**src/rtl/vcr_pkg.sv**
```systemverilog
// Package of the virtualization capability block: register indexes,
// field positions, masks, reset values and shared types.
// Assumes the core presents register indexes as 32-bit values.
package vcr_pkg;
   // ==========================================================
   // Register indexes
   localparam logic [31:0] IDX_ENTRY_CTL = 32'h0000_0484;
   localparam logic [31:0] IDX_MISC = 32'h0000_0485;
   localparam logic [31:0] IDX_S0_FIX0 = 32'h0000_0486;
   localparam logic [31:0] IDX_S0_FIX1 = 32'h0000_0487;
   localparam logic [31:0] IDX_S4_FIX0 = 32'h0000_0488;
   localparam logic [31:0] IDX_S4_FIX1 = 32'h0000_0489;
   localparam logic [31:0] IDX_FIELD_ENUM = 32'h0000_048a;
   localparam logic [31:0] IDX_EXACT_ENTRY = 32'h0000_0490;
   localparam logic [31:0] IDX_SMBASE = 32'h0000_009e;
   localparam logic [31:0] IDX_TRACE_CTL = 32'h0000_0600;
   localparam logic [31:0] IDX_MON_CTL = 32'h0000_0601;
   // ==========================================================
   // Miscellaneous register field positions
   localparam int MISC_TMR_LSB = 0;
   localparam int MISC_LMA_BIT = 5;
   localparam int MISC_ACT_LSB = 6;
   localparam int MISC_TRACE_BIT = 14;
   localparam int MISC_SMBASE_BIT = 15;
   localparam int MISC_PRT_LSB = 16;
   localparam int MISC_PRT_BIG_BIT = 24;
   localparam int MISC_LIST_LSB = 25;
   localparam int MISC_MON_BIT = 28;
   localparam int MISC_WRANY_BIT = 29;
   localparam int MISC_ZLEN_BIT = 30;
   localparam int MISC_REV_LSB = 32;
   // ==========================================================
   // Control bits and masks
   localparam logic [31:0] DEFAULT_ONE_MASK = 32'h0000_11ff;
   localparam int ENTRY_GUEST64_BIT = 9;
   localparam int TRACE_EN_BIT = 0;
   localparam int MON_BLOCK_BIT = 2;
   // ==========================================================
   // Control structure field encoding
   localparam int ENC_INDEX_LSB = 1;
   localparam int ENC_TYPE_LSB = 10;
   localparam int ENC_RSVD12_BIT = 12;
   localparam int ENC_WIDTH_LSB = 13;
   localparam int ENC_RSVD_HI_LSB = 15;
   localparam logic [1:0] ENC_TYPE_EXIT_INFO = 2'h1;
   // ==========================================================
   // Injection types that carry an instruction length
   localparam logic [2:0] INJ_SW_INT = 3'h4;
   localparam logic [2:0] INJ_PRIV_SW_EXC = 3'h5;
   localparam logic [2:0] INJ_SW_EXC = 3'h6;
   // ==========================================================
   // Reset values
   localparam logic [31:0] TIMER_RST = 32'h0000_0000;
   localparam logic TRACE_EN_RST = 1'b0;
   localparam logic MON_BLOCK_RST = 1'b0;
   // ==========================================================
   // Guest activity states
   typedef enum logic [1:0] {
      ACT_ACTIVE, ACT_HALT, ACT_SHUTDOWN, ACT_WAIT_STARTUP
   } vcr_act_t;
endpackage

```
**src/rtl/vcr_entry_if.sv**
```systemverilog
// Interface between the capability bank and its entry checker.
// Assumes both ends sit in the same clock domain.
`timescale 1ns/1ps
interface vcr_entry_if;
   logic [63:0] cap_entry;
   logic [63:0] cap_exact;
   logic [63:0] cap_misc;
   logic [63:0] cap_s0f0, cap_s0f1, cap_s4f0, cap_s4f1;
   logic exact_mode;
   logic [31:0] ctls;
   logic [1:0] activity;
   logic inj_valid;
   logic [2:0] inj_type;
   logic [3:0] inj_len;
   logic [63:0] s0_value;
   logic [63:0] s4_value;
   logic fail;
   modport bank (output cap_entry, cap_exact, cap_misc, cap_s0f0,
      cap_s0f1, cap_s4f0, cap_s4f1, exact_mode, ctls, activity,
      inj_valid, inj_type, inj_len, s0_value, s4_value, input fail);
   modport chk (input cap_entry, cap_exact, cap_misc, cap_s0f0,
      cap_s0f1, cap_s4f0, cap_s4f1, exact_mode, ctls, activity,
      inj_valid, inj_type, inj_len, s0_value, s4_value, output fail);
endinterface

```
**src/rtl/vcr_entry_check.sv**
```systemverilog
// Combinational entry consistency check against the capability words.
// Assumes the bank registers the verdict.
`timescale 1ns/1ps
module vcr_entry_check (
   vcr_entry_if.chk ei
);
   import vcr_pkg::*;

   function automatic logic fixed_bad(input logic [63:0] v,
      input logic [63:0] f0, input logic [63:0] f1);
      fixed_bad = ((v | f0) != v) || ((v & ~f1) != 64'h0);
   endfunction

   logic [31:0] allow0;
   logic [31:0] allow1;
   logic act_bad;
   logic inj_bad;

   always_comb begin
      allow0 = ei.exact_mode ? ei.cap_exact[31:0] : ei.cap_entry[31:0];
      allow1 = ei.exact_mode ? ei.cap_exact[63:32] : ei.cap_entry[63:32];
   end

   always_comb begin
      unique case (vcr_act_t'(ei.activity))
         ACT_ACTIVE: act_bad = 1'b0;
         ACT_HALT: act_bad = !ei.cap_misc[MISC_ACT_LSB];
         ACT_SHUTDOWN: act_bad = !ei.cap_misc[MISC_ACT_LSB + 1];
         ACT_WAIT_STARTUP: act_bad = !ei.cap_misc[MISC_ACT_LSB + 2];
      endcase
   end

   always_comb begin
      inj_bad = ei.inj_valid && (ei.inj_len == 4'h0) &&
         !ei.cap_misc[MISC_ZLEN_BIT] &&
         ((ei.inj_type == INJ_SW_INT) || (ei.inj_type == INJ_SW_EXC) ||
         (ei.inj_type == INJ_PRIV_SW_EXC));
   end

   always_comb begin
      ei.fail = ((allow0 & ~ei.ctls) != 32'h0) ||
         (!ei.exact_mode &&
         ((ei.ctls & DEFAULT_ONE_MASK) != DEFAULT_ONE_MASK)) ||
         ((ei.ctls & ~allow1) != 32'h0) ||
         act_bad || inj_bad ||
         fixed_bad(ei.s0_value, ei.cap_s0f0, ei.cap_s0f1) ||
         fixed_bad(ei.s4_value, ei.cap_s4f0, ei.cap_s4f1);
   end
endmodule // vcr_entry_check

```
**src/rtl/vcr_capability_regs.sv**
```systemverilog
// Virtualization capability register bank with the logic it steers.
// Assumes index-addressed reads and writes from the core, one per cycle.
//
// Functional notes
// Entry capability low-half one means that entry control must be one.
// Entry controls 0-8 and 12 always read one in the low half.
// Without exact register, cleared default-one entry control fails entry.
// Entry control set while its allowed-one bit is clear fails entry.
// Exact entry register exists only when basic bit 55 is one.
// Preemption timer decrements when counter bit X toggles on increment.
// With misc bit 5, each exit copies long mode into guest64 control.
// Misc bits 8:6 list halt, shutdown and startup-wait support.
// Unsupported activity state fails entry; active state always allowed.
// Without misc bit 14, enter clears trace enable; writes then fault.
// With misc bit 15, management base readable in management mode.
// Misc bits 24:16 count page roots; bit 24 set iff 23:16 clear.
// Software keeps transfer lists at most 512 times N plus one.
// Misc bit 28 makes monitor bit 2 settable; leave unblocks otherwise.
// Without misc bit 29, structure writes to exit info are refused.
// Misc bit 30 allows zero-length software injection.
// Misc 63:32 holds segment revision; bits 13:9 and 31 read zero.
// First control register forced by its fixed-zero and fixed-one pair.
// Fourth control register uses the same scheme with its own pair.
// Field encoding: width 14:13, type 11:10, index 9:1, reserved zero.
// Enumeration bits 9:1 give highest index; other bits read zero.
// Capability registers are constants; writes never change them.
`timescale 1ns/1ps
module vcr_capability_regs #(
   parameter logic BASIC_EXACT = 1'b1,
   parameter logic [31:0] ENTRY_ALLOW0 = 32'h0000_0000,
   parameter logic [31:0] ENTRY_ALLOW1 = 32'h0000_ffff,
   parameter logic [31:0] EXACT_ALLOW0 = 32'h0000_0004,
   parameter logic [31:0] EXACT_ALLOW1 = 32'h0000_ffff,
   parameter logic [4:0] TMR_RATE = 5'h05,
   parameter logic LMA_STORE = 1'b1,
   parameter logic UNRESTRICTED = 1'b1,
   parameter logic [2:0] ACT_MAP = 3'h7,
   parameter logic TRACE_PRESENT = 1'b1,
   parameter logic TRACE_OK = 1'b0,
   parameter logic SMBASE_RD = 1'b1,
   parameter logic [7:0] PRT_LOW = 8'h04,
   parameter logic [2:0] LIST_N = 3'h0,
   parameter logic MON_OK = 1'b1,
   parameter logic WRITE_ANY = 1'b0,
   parameter logic ZLEN_INJECT = 1'b1,
   parameter logic [31:0] SEG_REV = 32'h0000_0001, // Arbitrary value
   parameter logic [63:0] S0_FIX0 = 64'h0000_0000_8000_0021,
   parameter logic [63:0] S0_FIX1 = 64'h0000_0000_ffff_ffff,
   parameter logic [63:0] S4_FIX0 = 64'h0000_0000_0000_2000,
   parameter logic [63:0] S4_FIX1 = 64'h0000_0000_003f_ffff,
   parameter logic [8:0] ENUM_MAX_IDX = 9'h02e
) (
   input wire logic clk,
   input wire logic arst_n,
   input wire logic rd_req,
   input wire logic [31:0] rd_index,
   input wire logic smm_active,
   input wire logic [63:0] smbase_value,
   output logic rd_valid_reg,
   output logic [63:0] rd_data_reg,
   output logic rd_fault_reg,
   input wire logic wr_req,
   input wire logic [31:0] wr_index,
   input wire logic [63:0] wr_data,
   output logic wr_done_reg,
   output logic wr_fault_reg,
   input wire logic virt_active,
   input wire logic enter_virt,
   input wire logic leave_virt,
   output logic trace_en_reg,
   output logic mon_block_reg,
   output logic smi_unblock_reg,
   input wire logic [63:0] tsc_value,
   input wire logic tsc_inc,
   input wire logic timer_active,
   input wire logic timer_load,
   input wire logic [31:0] timer_load_value,
   output logic [31:0] timer_value_reg,
   output logic timer_expired_reg,
   input wire logic vm_exit,
   input wire logic long_mode_active,
   output logic guest64_reg,
   input wire logic entry_req,
   input wire logic [31:0] entry_ctls,
   input wire logic [1:0] entry_activity,
   input wire logic inj_valid,
   input wire logic [2:0] inj_type,
   input wire logic [3:0] inj_len,
   input wire logic [63:0] sysctl0_value,
   input wire logic [63:0] sysctl4_value,
   output logic entry_done_reg,
   output logic entry_fail_reg,
   input wire logic sw_req,
   input wire logic [31:0] sw_encoding,
   output logic sw_done_reg,
   output logic sw_refused_reg
);
   import vcr_pkg::*;

   // ==========================================================
   // Capability words
   localparam logic [63:0] CAP_ENTRY =
      {ENTRY_ALLOW1, ENTRY_ALLOW0 | DEFAULT_ONE_MASK};
   localparam logic [63:0] CAP_EXACT = {EXACT_ALLOW1, EXACT_ALLOW0};
   localparam logic [63:0] CAP_MISC = {SEG_REV, 1'b0, ZLEN_INJECT,
      WRITE_ANY, MON_OK, LIST_N, PRT_LOW == 8'h00, PRT_LOW,
      SMBASE_RD, TRACE_OK, 5'h00, ACT_MAP,
      LMA_STORE | UNRESTRICTED, TMR_RATE};
   localparam logic [63:0] CAP_S0F1 = S0_FIX1 | S0_FIX0;
   localparam logic [63:0] CAP_S4F1 = S4_FIX1 | S4_FIX0;
   localparam logic [63:0] CAP_ENUM =
      {54'h0, ENUM_MAX_IDX, 1'b0};

   // Returns {hit, word} for a capability index
   function automatic logic [64:0] cap_lookup(input logic [31:0] idx);
      unique case (idx)
         IDX_ENTRY_CTL: cap_lookup = {1'b1, CAP_ENTRY};
         IDX_MISC: cap_lookup = {1'b1, CAP_MISC};
         IDX_S0_FIX0: cap_lookup = {1'b1, S0_FIX0};
         IDX_S0_FIX1: cap_lookup = {1'b1, CAP_S0F1};
         IDX_S4_FIX0: cap_lookup = {1'b1, S4_FIX0};
         IDX_S4_FIX1: cap_lookup = {1'b1, CAP_S4F1};
         IDX_FIELD_ENUM: cap_lookup = {1'b1, CAP_ENUM};
         IDX_EXACT_ENTRY: cap_lookup = {BASIC_EXACT, CAP_EXACT};
         default: cap_lookup = {1'b0, 64'h0};
      endcase
   endfunction

   // ==========================================================
   // Register reads
   logic [64:0] rd_cap;
   logic [64:0] wr_cap;
   logic trace_locked;

   always_comb begin
      rd_cap = cap_lookup(rd_index);
      wr_cap = cap_lookup(wr_index);
      trace_locked = virt_active && !CAP_MISC[MISC_TRACE_BIT];
   end

   always_ff @(posedge clk or negedge arst_n) begin
      if (!arst_n) begin
         rd_valid_reg <= 1'b0;
         rd_data_reg <= 64'h0;
         rd_fault_reg <= 1'b0;
      end else begin
         rd_valid_reg <= rd_req;
         if (rd_req) begin
            rd_fault_reg <= 1'b0;
            if (rd_cap[64]) begin
               rd_data_reg <= rd_cap[63:0];
            end else if (rd_index == IDX_SMBASE && smm_active &&
                  CAP_MISC[MISC_SMBASE_BIT]) begin
               rd_data_reg <= smbase_value;
            end else if (rd_index == IDX_TRACE_CTL && TRACE_PRESENT) begin
               rd_data_reg <= {63'h0, trace_en_reg};
            end else if (rd_index == IDX_MON_CTL) begin
               rd_data_reg <= {61'h0, mon_block_reg, 2'h0};
            end else begin
               rd_data_reg <= 64'h0;
               rd_fault_reg <= 1'b1;
            end
         end
      end
   end

   // ==========================================================
   // Register writes
   always_ff @(posedge clk or negedge arst_n) begin
      if (!arst_n) begin
         wr_done_reg <= 1'b0;
         wr_fault_reg <= 1'b0;
      end else begin
         wr_done_reg <= wr_req;
         if (wr_req) begin
            if (wr_cap[64]) begin
               wr_fault_reg <= 1'b1;
            end else if (wr_index == IDX_TRACE_CTL) begin
               wr_fault_reg <= !TRACE_PRESENT || trace_locked;
            end else if (wr_index == IDX_MON_CTL) begin
               wr_fault_reg <= wr_data[MON_BLOCK_BIT] &&
                  !CAP_MISC[MISC_MON_BIT];
            end else begin
               wr_fault_reg <= 1'b1;
            end
         end
      end
   end

   // ==========================================================
   // Trace enable
   always_ff @(posedge clk or negedge arst_n) begin
      if (!arst_n) begin
         trace_en_reg <= TRACE_EN_RST;
      end else if (enter_virt && TRACE_PRESENT &&
            !CAP_MISC[MISC_TRACE_BIT]) begin
         trace_en_reg <= 1'b0;
      end else if (wr_req && wr_index == IDX_TRACE_CTL && TRACE_PRESENT &&
            !trace_locked) begin
         trace_en_reg <= wr_data[TRACE_EN_BIT];
      end
   end

   // ==========================================================
   // Management monitor control and interrupt unblock
   always_ff @(posedge clk or negedge arst_n) begin
      if (!arst_n) begin
         mon_block_reg <= MON_BLOCK_RST;
      end else if (wr_req && wr_index == IDX_MON_CTL) begin
         mon_block_reg <= wr_data[MON_BLOCK_BIT] &&
            CAP_MISC[MISC_MON_BIT];
      end
   end

   always_ff @(posedge clk or negedge arst_n) begin
      if (!arst_n) begin
         smi_unblock_reg <= 1'b0;
      end else begin
         smi_unblock_reg <= leave_virt && !mon_block_reg;
      end
   end

   // ==========================================================
   // Preemption timer
   logic [63:0] tsc_low_mask;
   logic tsc_bit_toggles;

   always_comb begin
      tsc_low_mask = (64'h1 << CAP_MISC[MISC_TMR_LSB +: 5]) - 64'h1;
      tsc_bit_toggles = tsc_inc &&
         ((tsc_value & tsc_low_mask) == tsc_low_mask);
   end

   always_ff @(posedge clk or negedge arst_n) begin
      if (!arst_n) begin
         timer_value_reg <= TIMER_RST;
      end else if (timer_load) begin
         timer_value_reg <= timer_load_value;
      end else if (timer_active && tsc_bit_toggles &&
            timer_value_reg != 32'h0) begin
         timer_value_reg <= timer_value_reg - 32'h1;
      end
   end

   always_ff @(posedge clk or negedge arst_n) begin
      if (!arst_n) begin
         timer_expired_reg <= 1'b0;
      end else begin
         timer_expired_reg <= timer_active && !timer_load &&
            timer_value_reg == 32'h0;
      end
   end

   // ==========================================================
   // Guest 64-bit entry control
   always_ff @(posedge clk or negedge arst_n) begin
      if (!arst_n) begin
         guest64_reg <= 1'b0;
      end else if (vm_exit && CAP_MISC[MISC_LMA_BIT]) begin
         guest64_reg <= long_mode_active;
      end else if (entry_req) begin
         guest64_reg <= entry_ctls[ENTRY_GUEST64_BIT];
      end
   end

   // ==========================================================
   // Entry consistency check
   vcr_entry_if ei ();

   assign ei.cap_entry = CAP_ENTRY;
   assign ei.cap_exact = CAP_EXACT;
   assign ei.cap_misc = CAP_MISC;
   assign ei.cap_s0f0 = S0_FIX0;
   assign ei.cap_s0f1 = CAP_S0F1;
   assign ei.cap_s4f0 = S4_FIX0;
   assign ei.cap_s4f1 = CAP_S4F1;
   assign ei.exact_mode = BASIC_EXACT;
   assign ei.ctls = entry_ctls;
   assign ei.activity = entry_activity;
   assign ei.inj_valid = inj_valid;
   assign ei.inj_type = inj_type;
   assign ei.inj_len = inj_len;
   assign ei.s0_value = sysctl0_value;
   assign ei.s4_value = sysctl4_value;

   vcr_entry_check u_check (
      .ei(ei.chk)
   );

   always_ff @(posedge clk or negedge arst_n) begin
      if (!arst_n) begin
         entry_done_reg <= 1'b0;
         entry_fail_reg <= 1'b0;
      end else begin
         entry_done_reg <= entry_req;
         if (entry_req) begin
            entry_fail_reg <= ei.fail;
         end
      end
   end

   // ==========================================================
   // Structure write check
   logic sw_bad;

   always_comb begin
      sw_bad = (sw_encoding[31:ENC_RSVD_HI_LSB] != 17'h0) ||
         sw_encoding[ENC_RSVD12_BIT] ||
         (sw_encoding[ENC_INDEX_LSB +: 9] > ENUM_MAX_IDX) ||
         (!CAP_MISC[MISC_WRANY_BIT] &&
         sw_encoding[ENC_TYPE_LSB +: 2] == ENC_TYPE_EXIT_INFO);
   end

   always_ff @(posedge clk or negedge arst_n) begin
      if (!arst_n) begin
         sw_done_reg <= 1'b0;
         sw_refused_reg <= 1'b0;
      end else begin
         sw_done_reg <= sw_req;
         if (sw_req) begin
            sw_refused_reg <= sw_bad;
         end
      end
   end
endmodule // vcr_capability_regs

```
**config.mk**
```make
export PLATFORM = sky130hd
export DESIGN_NAME = vcr_capability_regs
export DESIGN_NICKNAME = d
export VERILOG_FILES = /design/src/rtl/vcr_pkg.sv /design/src/rtl/vcr_entry_if.sv /design/src/rtl/vcr_entry_check.sv /design/src/rtl/vcr_capability_regs.sv
export SDC_FILE = /design/constraint.sdc
export NUM_CORES = 1
export LEC_CHECK = 0
export BUFFER_PORTS_ARGS = -buffer_cell sky130_fd_sc_hd__buf_2
export CORE_AREA = 5 5 239 241
export CTS_BUF_LIST = sky130_fd_sc_hd__clkbuf_8 sky130_fd_sc_hd__clkbuf_16
export DETAILED_ROUTE_END_ITERATION = 7
export DIE_AREA = 0 0 244 246
export GPL_TIMING_DRIVEN = 0
export HOLD_SLACK_MARGIN = 0.08
export PLACE_DENSITY = 0.44
export SKIP_CTS_REPAIR_TIMING = 1
export SLEW_MARGIN = 20
export SYNTH_ARGS = -nofsm -noshare
export SYNTH_HDL_FRONTEND = slang
export SYNTH_SLANG_ARGS = --single-unit
```
**constraint.sdc**
```tcl
create_clock -name clk -period 2.45 [get_ports clk]
set_input_delay 0.3675 -clock clk [delete_from_list [all_inputs] [get_ports clk]]
set_output_delay 0.3675 -clock clk [all_outputs]
set_load 0.05 [all_outputs]
```
==> results of run 1 <==
## metrics by stage
step / cell area [um2] / setup WS [ns] / utilization / std cells
after global routing: 9460 / -0.0391 / 0.173 / 1829
after floorplan: 5970 / 0.0235 / - / 681
after detailed placement: 8960 / -0.494 / 0.164 / 1799
after global placement: 8920 / -0.932 / 0.163 / 1798
after CTS: 9260 / -0.474 / 0.169 / 1815
final: 9460 / 0.102 / 0.173 / 1830
## worst max-delay path: stages (launching register included)
cell	delay [ns]
dfrtp_2	0.44
nor4_4	0.26
buf_4	0.18
nand4b_1	0.09
buf_4	0.17
or4b_4	0.54
or4_1	0.41
a31oi_1	0.16
## metal layers
layer	global-route usage	part of all wire
met1	0.129	0.45
met2	0.160	0.47
met3	0.0285	0.070
met4	0.0270	0.014
met5	0	0.00042
## area by class of cell
class	count	area, um2
diodes	2	5.00
plain buffers	38	204
clock buffers	10	239
clock inverters	6	68.8
fillers	6299	45200
inverters	28	105
multi-input cells	505	3010
flip-flops and latches	109	2730
well taps	704	881
repair buffers	428	2210
## placed cells by master (no fill, tap or decap), drive strengths merged, types with 31 or more instances in the layout
cell type / n
nand2: 72
a31oi: 36
nor2: 91
nor4: 44
a21oi: 35
o21ai: 31
nand3: 36
dfrtp: 109
buf: 438
clkbuf: 34
## cell families after synthesis
family          after synthesis  share of synthesized area
compound gates              150                      0.162
xor+xnor                      9                     0.0132
fa+ha+maj                     1                    0.00210
buf+inv                      67                     0.0507
flops                       109                      0.457
mux                           6                     0.0105
simple gates                339                      0.304
## how the worst max path moves through the flow
stage                                                from                               to  slack, ns  depth (start not counted)
after floorplan            timer_value_reg[2]$_DFFE_PN0P_  timer_value_reg[30]$_DFFE_PN0P_       0.02                          5
after global placement                             arst_n   timer_value_reg[1]$_DFFE_PN0P_      -0.93                          1
after detailed placement                     rd_index[11]      rd_data_reg[19]$_DFFE_PN0P_      -0.49                          7
after CTS                  timer_value_reg[2]$_DFFE_PN0P_  timer_value_reg[19]$_DFFE_PN0P_      -0.47                          7
after global routing      timer_value_reg[10]$_DFFE_PN0P_  timer_value_reg[30]$_DFFE_PN0P_      -0.04                          6
final                      timer_value_reg[3]$_DFFE_PN0P_  timer_value_reg[30]$_DFFE_PN0P_       0.10                          7
## power breakdown
part	internal, uW	leakage, uW	total (uW)	switching [uW]
Sequential	1900	0.00134	2030	124
Combinational	396	0.00269	1180	785
Clock	831	0.000149	1630	798
==> impl_metrics.json, run 1 <==
{
  "yosysMostFrequentCell": "dfrtp_1",
  "period_share": 0.958,
  "hpwlAfterDp_um": 25700,
  "core_area_mm2": 0.0547,
  "finalSetupViolations": 0,
  "arrival_ns": 2.65,
  "start_util": 0.109,
  "first_iter_violations": 325,
  "reg2reg_to": "timer_value_reg[30]$_DFFE_PN0P_",
  "maxSlewHeadroom": 0.432,
  "nNetsFinal": 1625,
  "hold_viol": 0,
  "grt_max_degree": 62,
  "required_ns": 2.75,
  "clk_pin_slew_worst_paths_ns": 0.08,
  "grt_pass1_vias": 7343,
  "cp-end-kind": "flip-flop",
  "port_buffers": 413,
  "syn_to_final_growth_pct": 58.6,
  "yosysTopAreaCellShare": 0.457,
  "holdPathStages": 2,
  "finalWorstPathRequiredPeriod_ns": 2.35,
  "track_usage": 0.0987,
  "synthDistinctLibCells": 72,
  "r2r_slack_ns": 0.10,
  "numClockSinks": 109,
  "power_density_mw_per_mm2": 511,
  "gp_routability_congestion": 0.840,
  "syn_area_mm2": 0.00597,
  "worstSetupPathType": "reg2reg",
  "drive_gt1_frac": 0.436,
  "p_leak_uw": 0.00418,
  "ctsHtreeMaxLevel": 3,
  "root_buffer": "clkbuf_16",
  "viasPerCell": 3.91,
  "netlist_instances": 681,
  "drc": 0,
  "reg2reg_from": "timer_value_reg[3]$_DFFE_PN0P_",
  "avgSynthCellArea_um2": 8.76,
  "syn_nets": 1187,
  "hold_class": "in2reg",
  "whs_endpoint": "trace_en_reg$_DFFE_PN0P_",
  "ant_nets": 0,
  "maxCapViolCount": 0,
  "die_w_um": 244,
  "synth_edf_count": 0,
  "crit_fanout": 7,
  "cts_buffer_depth": 2,
  "wl_per_cell_um": 16.9,
  "rsz0062_at_grt": "yes",
  "antenna_found_initial": 2,
  "yosys-top-cells-count": "dfrtp_1, nor2_1, nand2_1",
  "rows": 86,
  "vias": 7164,
  "die_h_um": 246,
  "dr.pass1.iters": 5,
  "p_total_uw": 4840,
  "boundaryPins": 614,
  "synth_seq_cells": 109,
  "yosysWarnings": 0,
  "wirelength_um": 30900,
  "cts_tree": "built",
  "clkLatencyLatePin_ns": 0.39,
  "status": "finished, final reports clean",
  "async_flop_share": 1.00,
  "final-max-slew-violation-count": 0,
  "grt_pass1_wl_um": 45600,
  "largest_reg_flops": 64,
  "ir_drop_uv": 316,
  "start_kind": "flip-flop",
  "timing.fmax_mhz": 426,
  "synth_top_cell_by_area": "dfrtp_1",
  "overflow": 0,
  "worstMarginPinSlew_ns": 0.852,
  "setup_tns_ns": 0,
  "holdWs_ns": 0.120,
  "synth_area_leaders": "dfrtp_1, nor2_1, nand2_1, nor4_1, a31oi_1",
  "clock_skew_ns": 0.0113,
  "ys_seq_area_frac": 0.457,
  "ys.flop_type": "dfrtp_1",
  "r2r_cells": 7,
  "min_from": "enter_virt",
  "cts_buffers": 9,
  "die_area_mm2": 0.0600
}
Note: power is estimated with default switching activity, not from simulation.
==> run 2, diff against run 1 <==
--- a/config.mk
+++ b/config.mk
@@ -12,7 +12,6 @@
 export DIE_AREA = 0 0 244 246
 export GPL_TIMING_DRIVEN = 0
 export HOLD_SLACK_MARGIN = 0.08
-export PLACE_DENSITY = 0.44
 export SKIP_CTS_REPAIR_TIMING = 1
 export SLEW_MARGIN = 20
 export SYNTH_ARGS = -nofsm -noshare
==> run 2 against run 1 <==
Compared with the run above:
- worst hold slack got worse by 0.013 ns
- sequential cell count unchanged
- clock skew decreased by 0.0046 ns
- power decreased by 1.6%
- global-route usage increased by 0.95 points
- clock-buffer cell count unchanged
- non-clock buffer count decreased by 4
- sequential share of layout area increased by 0.12 points
- maximum frequency decreased by 0.13%
- via count increased by 3.5%
==> impl_metrics.json, run 2 (synthesized netlist as in run 1, its figures left out) <==
{
  "finalWorstPathRequiredPeriod_ns": 2.35,
  "start_kind": "flip-flop",
  "antenna_found_initial": 20,
  "cts_tree": "built",
  "period_share": 0.959,
  "viasPerCell": 4.06,
  "cts_buffers": 9,
  "dr.pass1.iters": 5,
  "worstSetupPathType": "reg2reg",
  "maxSlewHeadroom": 0.360,
  "die_h_um": 246,
  "crit_fanout": 5,
  "layout_setup_ws_ns": 0.0993,
  "ir_drop_uv": 321,
  "wirelength_um": 33900,
  "p_leak_uw": 0.00415,
  "register_area_mm2": 0.00273,
  "root_buffer": "clkbuf_16",
  "gp_routability_congestion": 0.970,
  "first_iter_violations": 315,
  "ant_nets": 0,
  "power_density_mw_per_mm2": 505,
  "rows": 86,
  "p_total_uw": 4760,
  "start_util": 0.109,
  "final-max-slew-violation-count": 0,
  "final_common_cell": "buf_2",
  "timing.fmax_mhz": 425,
  "clock_skew_ns": 0.00675,
  "finalSetupViolations": 0,
  "required_ns": 2.76,
  "boundaryPins": 614,
  "numClockSinks": 109,
  "wl_per_cell_um": 18.6,
  "die_w_um": 244,
  "cp-end-kind": "flip-flop",
  "place_ws_ns": -0.495,
  "cts_buffer_depth": 2,
  "drive_gt1_frac": 0.435,
  "syn_to_final_growth_pct": 57.9,
  "overflow": 0,
  "grt_max_degree": 62,
  "ctsHtreeMaxLevel": 3,
  "track_usage": 0.108,
  "arrival_ns": 2.66,
  "core_area_mm2": 0.0547,
  "multi_input_area_mm2": 0.00303,
  "vias": 7412,
  "largest_reg_flops": 64,
  "port_buffers": 413,
  "grt_pass1_vias": 7627,
  "nNetsFinal": 1621,
  "hold_class": "in2reg",
  "maxCapViolCount": 0,
  "drc": 0,
  "hpwlAfterDp_um": 28500,
  "hold_viol": 0,
  "fill_cells": 6201,
  "clk_pin_slew_worst_paths_ns": 0.08,
  "holdWs_ns": 0.107,
  "die_area_mm2": 0.0600,
  "mostFrequentLayoutCells": "buf_2, dfrtp_1, nor2_1",
  "status": "finished, final reports clean",
  "clkLatencyLatePin_ns": 0.39,
  "grt_pass1_wl_um": 48300,
  "worstMarginPinSlew_ns": 0.960
}
-- run 2: worst max-delay path, cell delays in order, from the launching register on --
cell      delay [ns]
dfrtp_1         0.46
nor4_4          0.39
nand4b_1        0.15
buf_4           0.18
or4b_4          0.53
or4_1           0.40
a31oi_1         0.16
-- run 2: report_power, final --
part           leakage (uW)  switching (uW)  internal (uW)  total (uW)
Sequential          0.00134             130           1900        2030
Clock              0.000148             814            732        1550
Combinational       0.00266             788            392        1180
-- run 2: worst paths after layout --
path                                           startpoint                         endpoint  slack (ns)  cells past startpoint
max reg2reg                timer_value_reg[4]$_DFFE_PN0P_  timer_value_reg[30]$_DFFE_PN0P_         0.1                      6
min reg2reg                    rd_data_reg[6]$_DFFE_PN0P_       rd_data_reg[6]$_DFFE_PN0P_        0.49                      2
max                        timer_value_reg[4]$_DFFE_PN0P_  timer_value_reg[30]$_DFFE_PN0P_         0.1                      6
min                                                rd_req           rd_valid_reg$_DFF_PN0_        0.11                      1
max in group asynchronous                          arst_n       entry_fail_reg$_DFFE_PN0P_        1.23                      3
min in group asynchronous                          arst_n      rd_data_reg[51]$_DFFE_PN0P_        0.48                      2
-- run 2: area by class of cell --
class,instances,share of cell area
multi-input combinational,505,0.321
sequential,109,0.290
buffer,38,0.0222
antenna,3,0.000796
inverter,28,0.0112
tap,704,0.0935
clock inverter,6,0.00478
clock buffer,10,0.0254
timing repair buffer,424,0.231
-- run 2: metrics by stage --
step | area (um2) | setup TNS (ns) | util | std cells
finish | 9430 | 0 | 0.172 | 1827
global route | 9420 | -0.0181 | 0.172 | 1826
CTS | 9240 | -8.01 | 0.169 | 1815
detailed placement | 8960 | -22.60 | 0.164 | 1799
global placement | 8920 | -83.61 | 0.163 | 1798
floorplan | 5970 | 0 | - | 681
-- run 2: routing by layer --
metal | up-vias | part of all wire | global-route usage
met5 | - | 0.0029 | 0
met4 | 18 | 0.036 | 0.0430
met1 | 3544 | 0.40 | 0.127
li1 | 3394 | - | -
met2 | 385 | 0.48 | 0.182
met3 | 71 | 0.083 | 0.0388
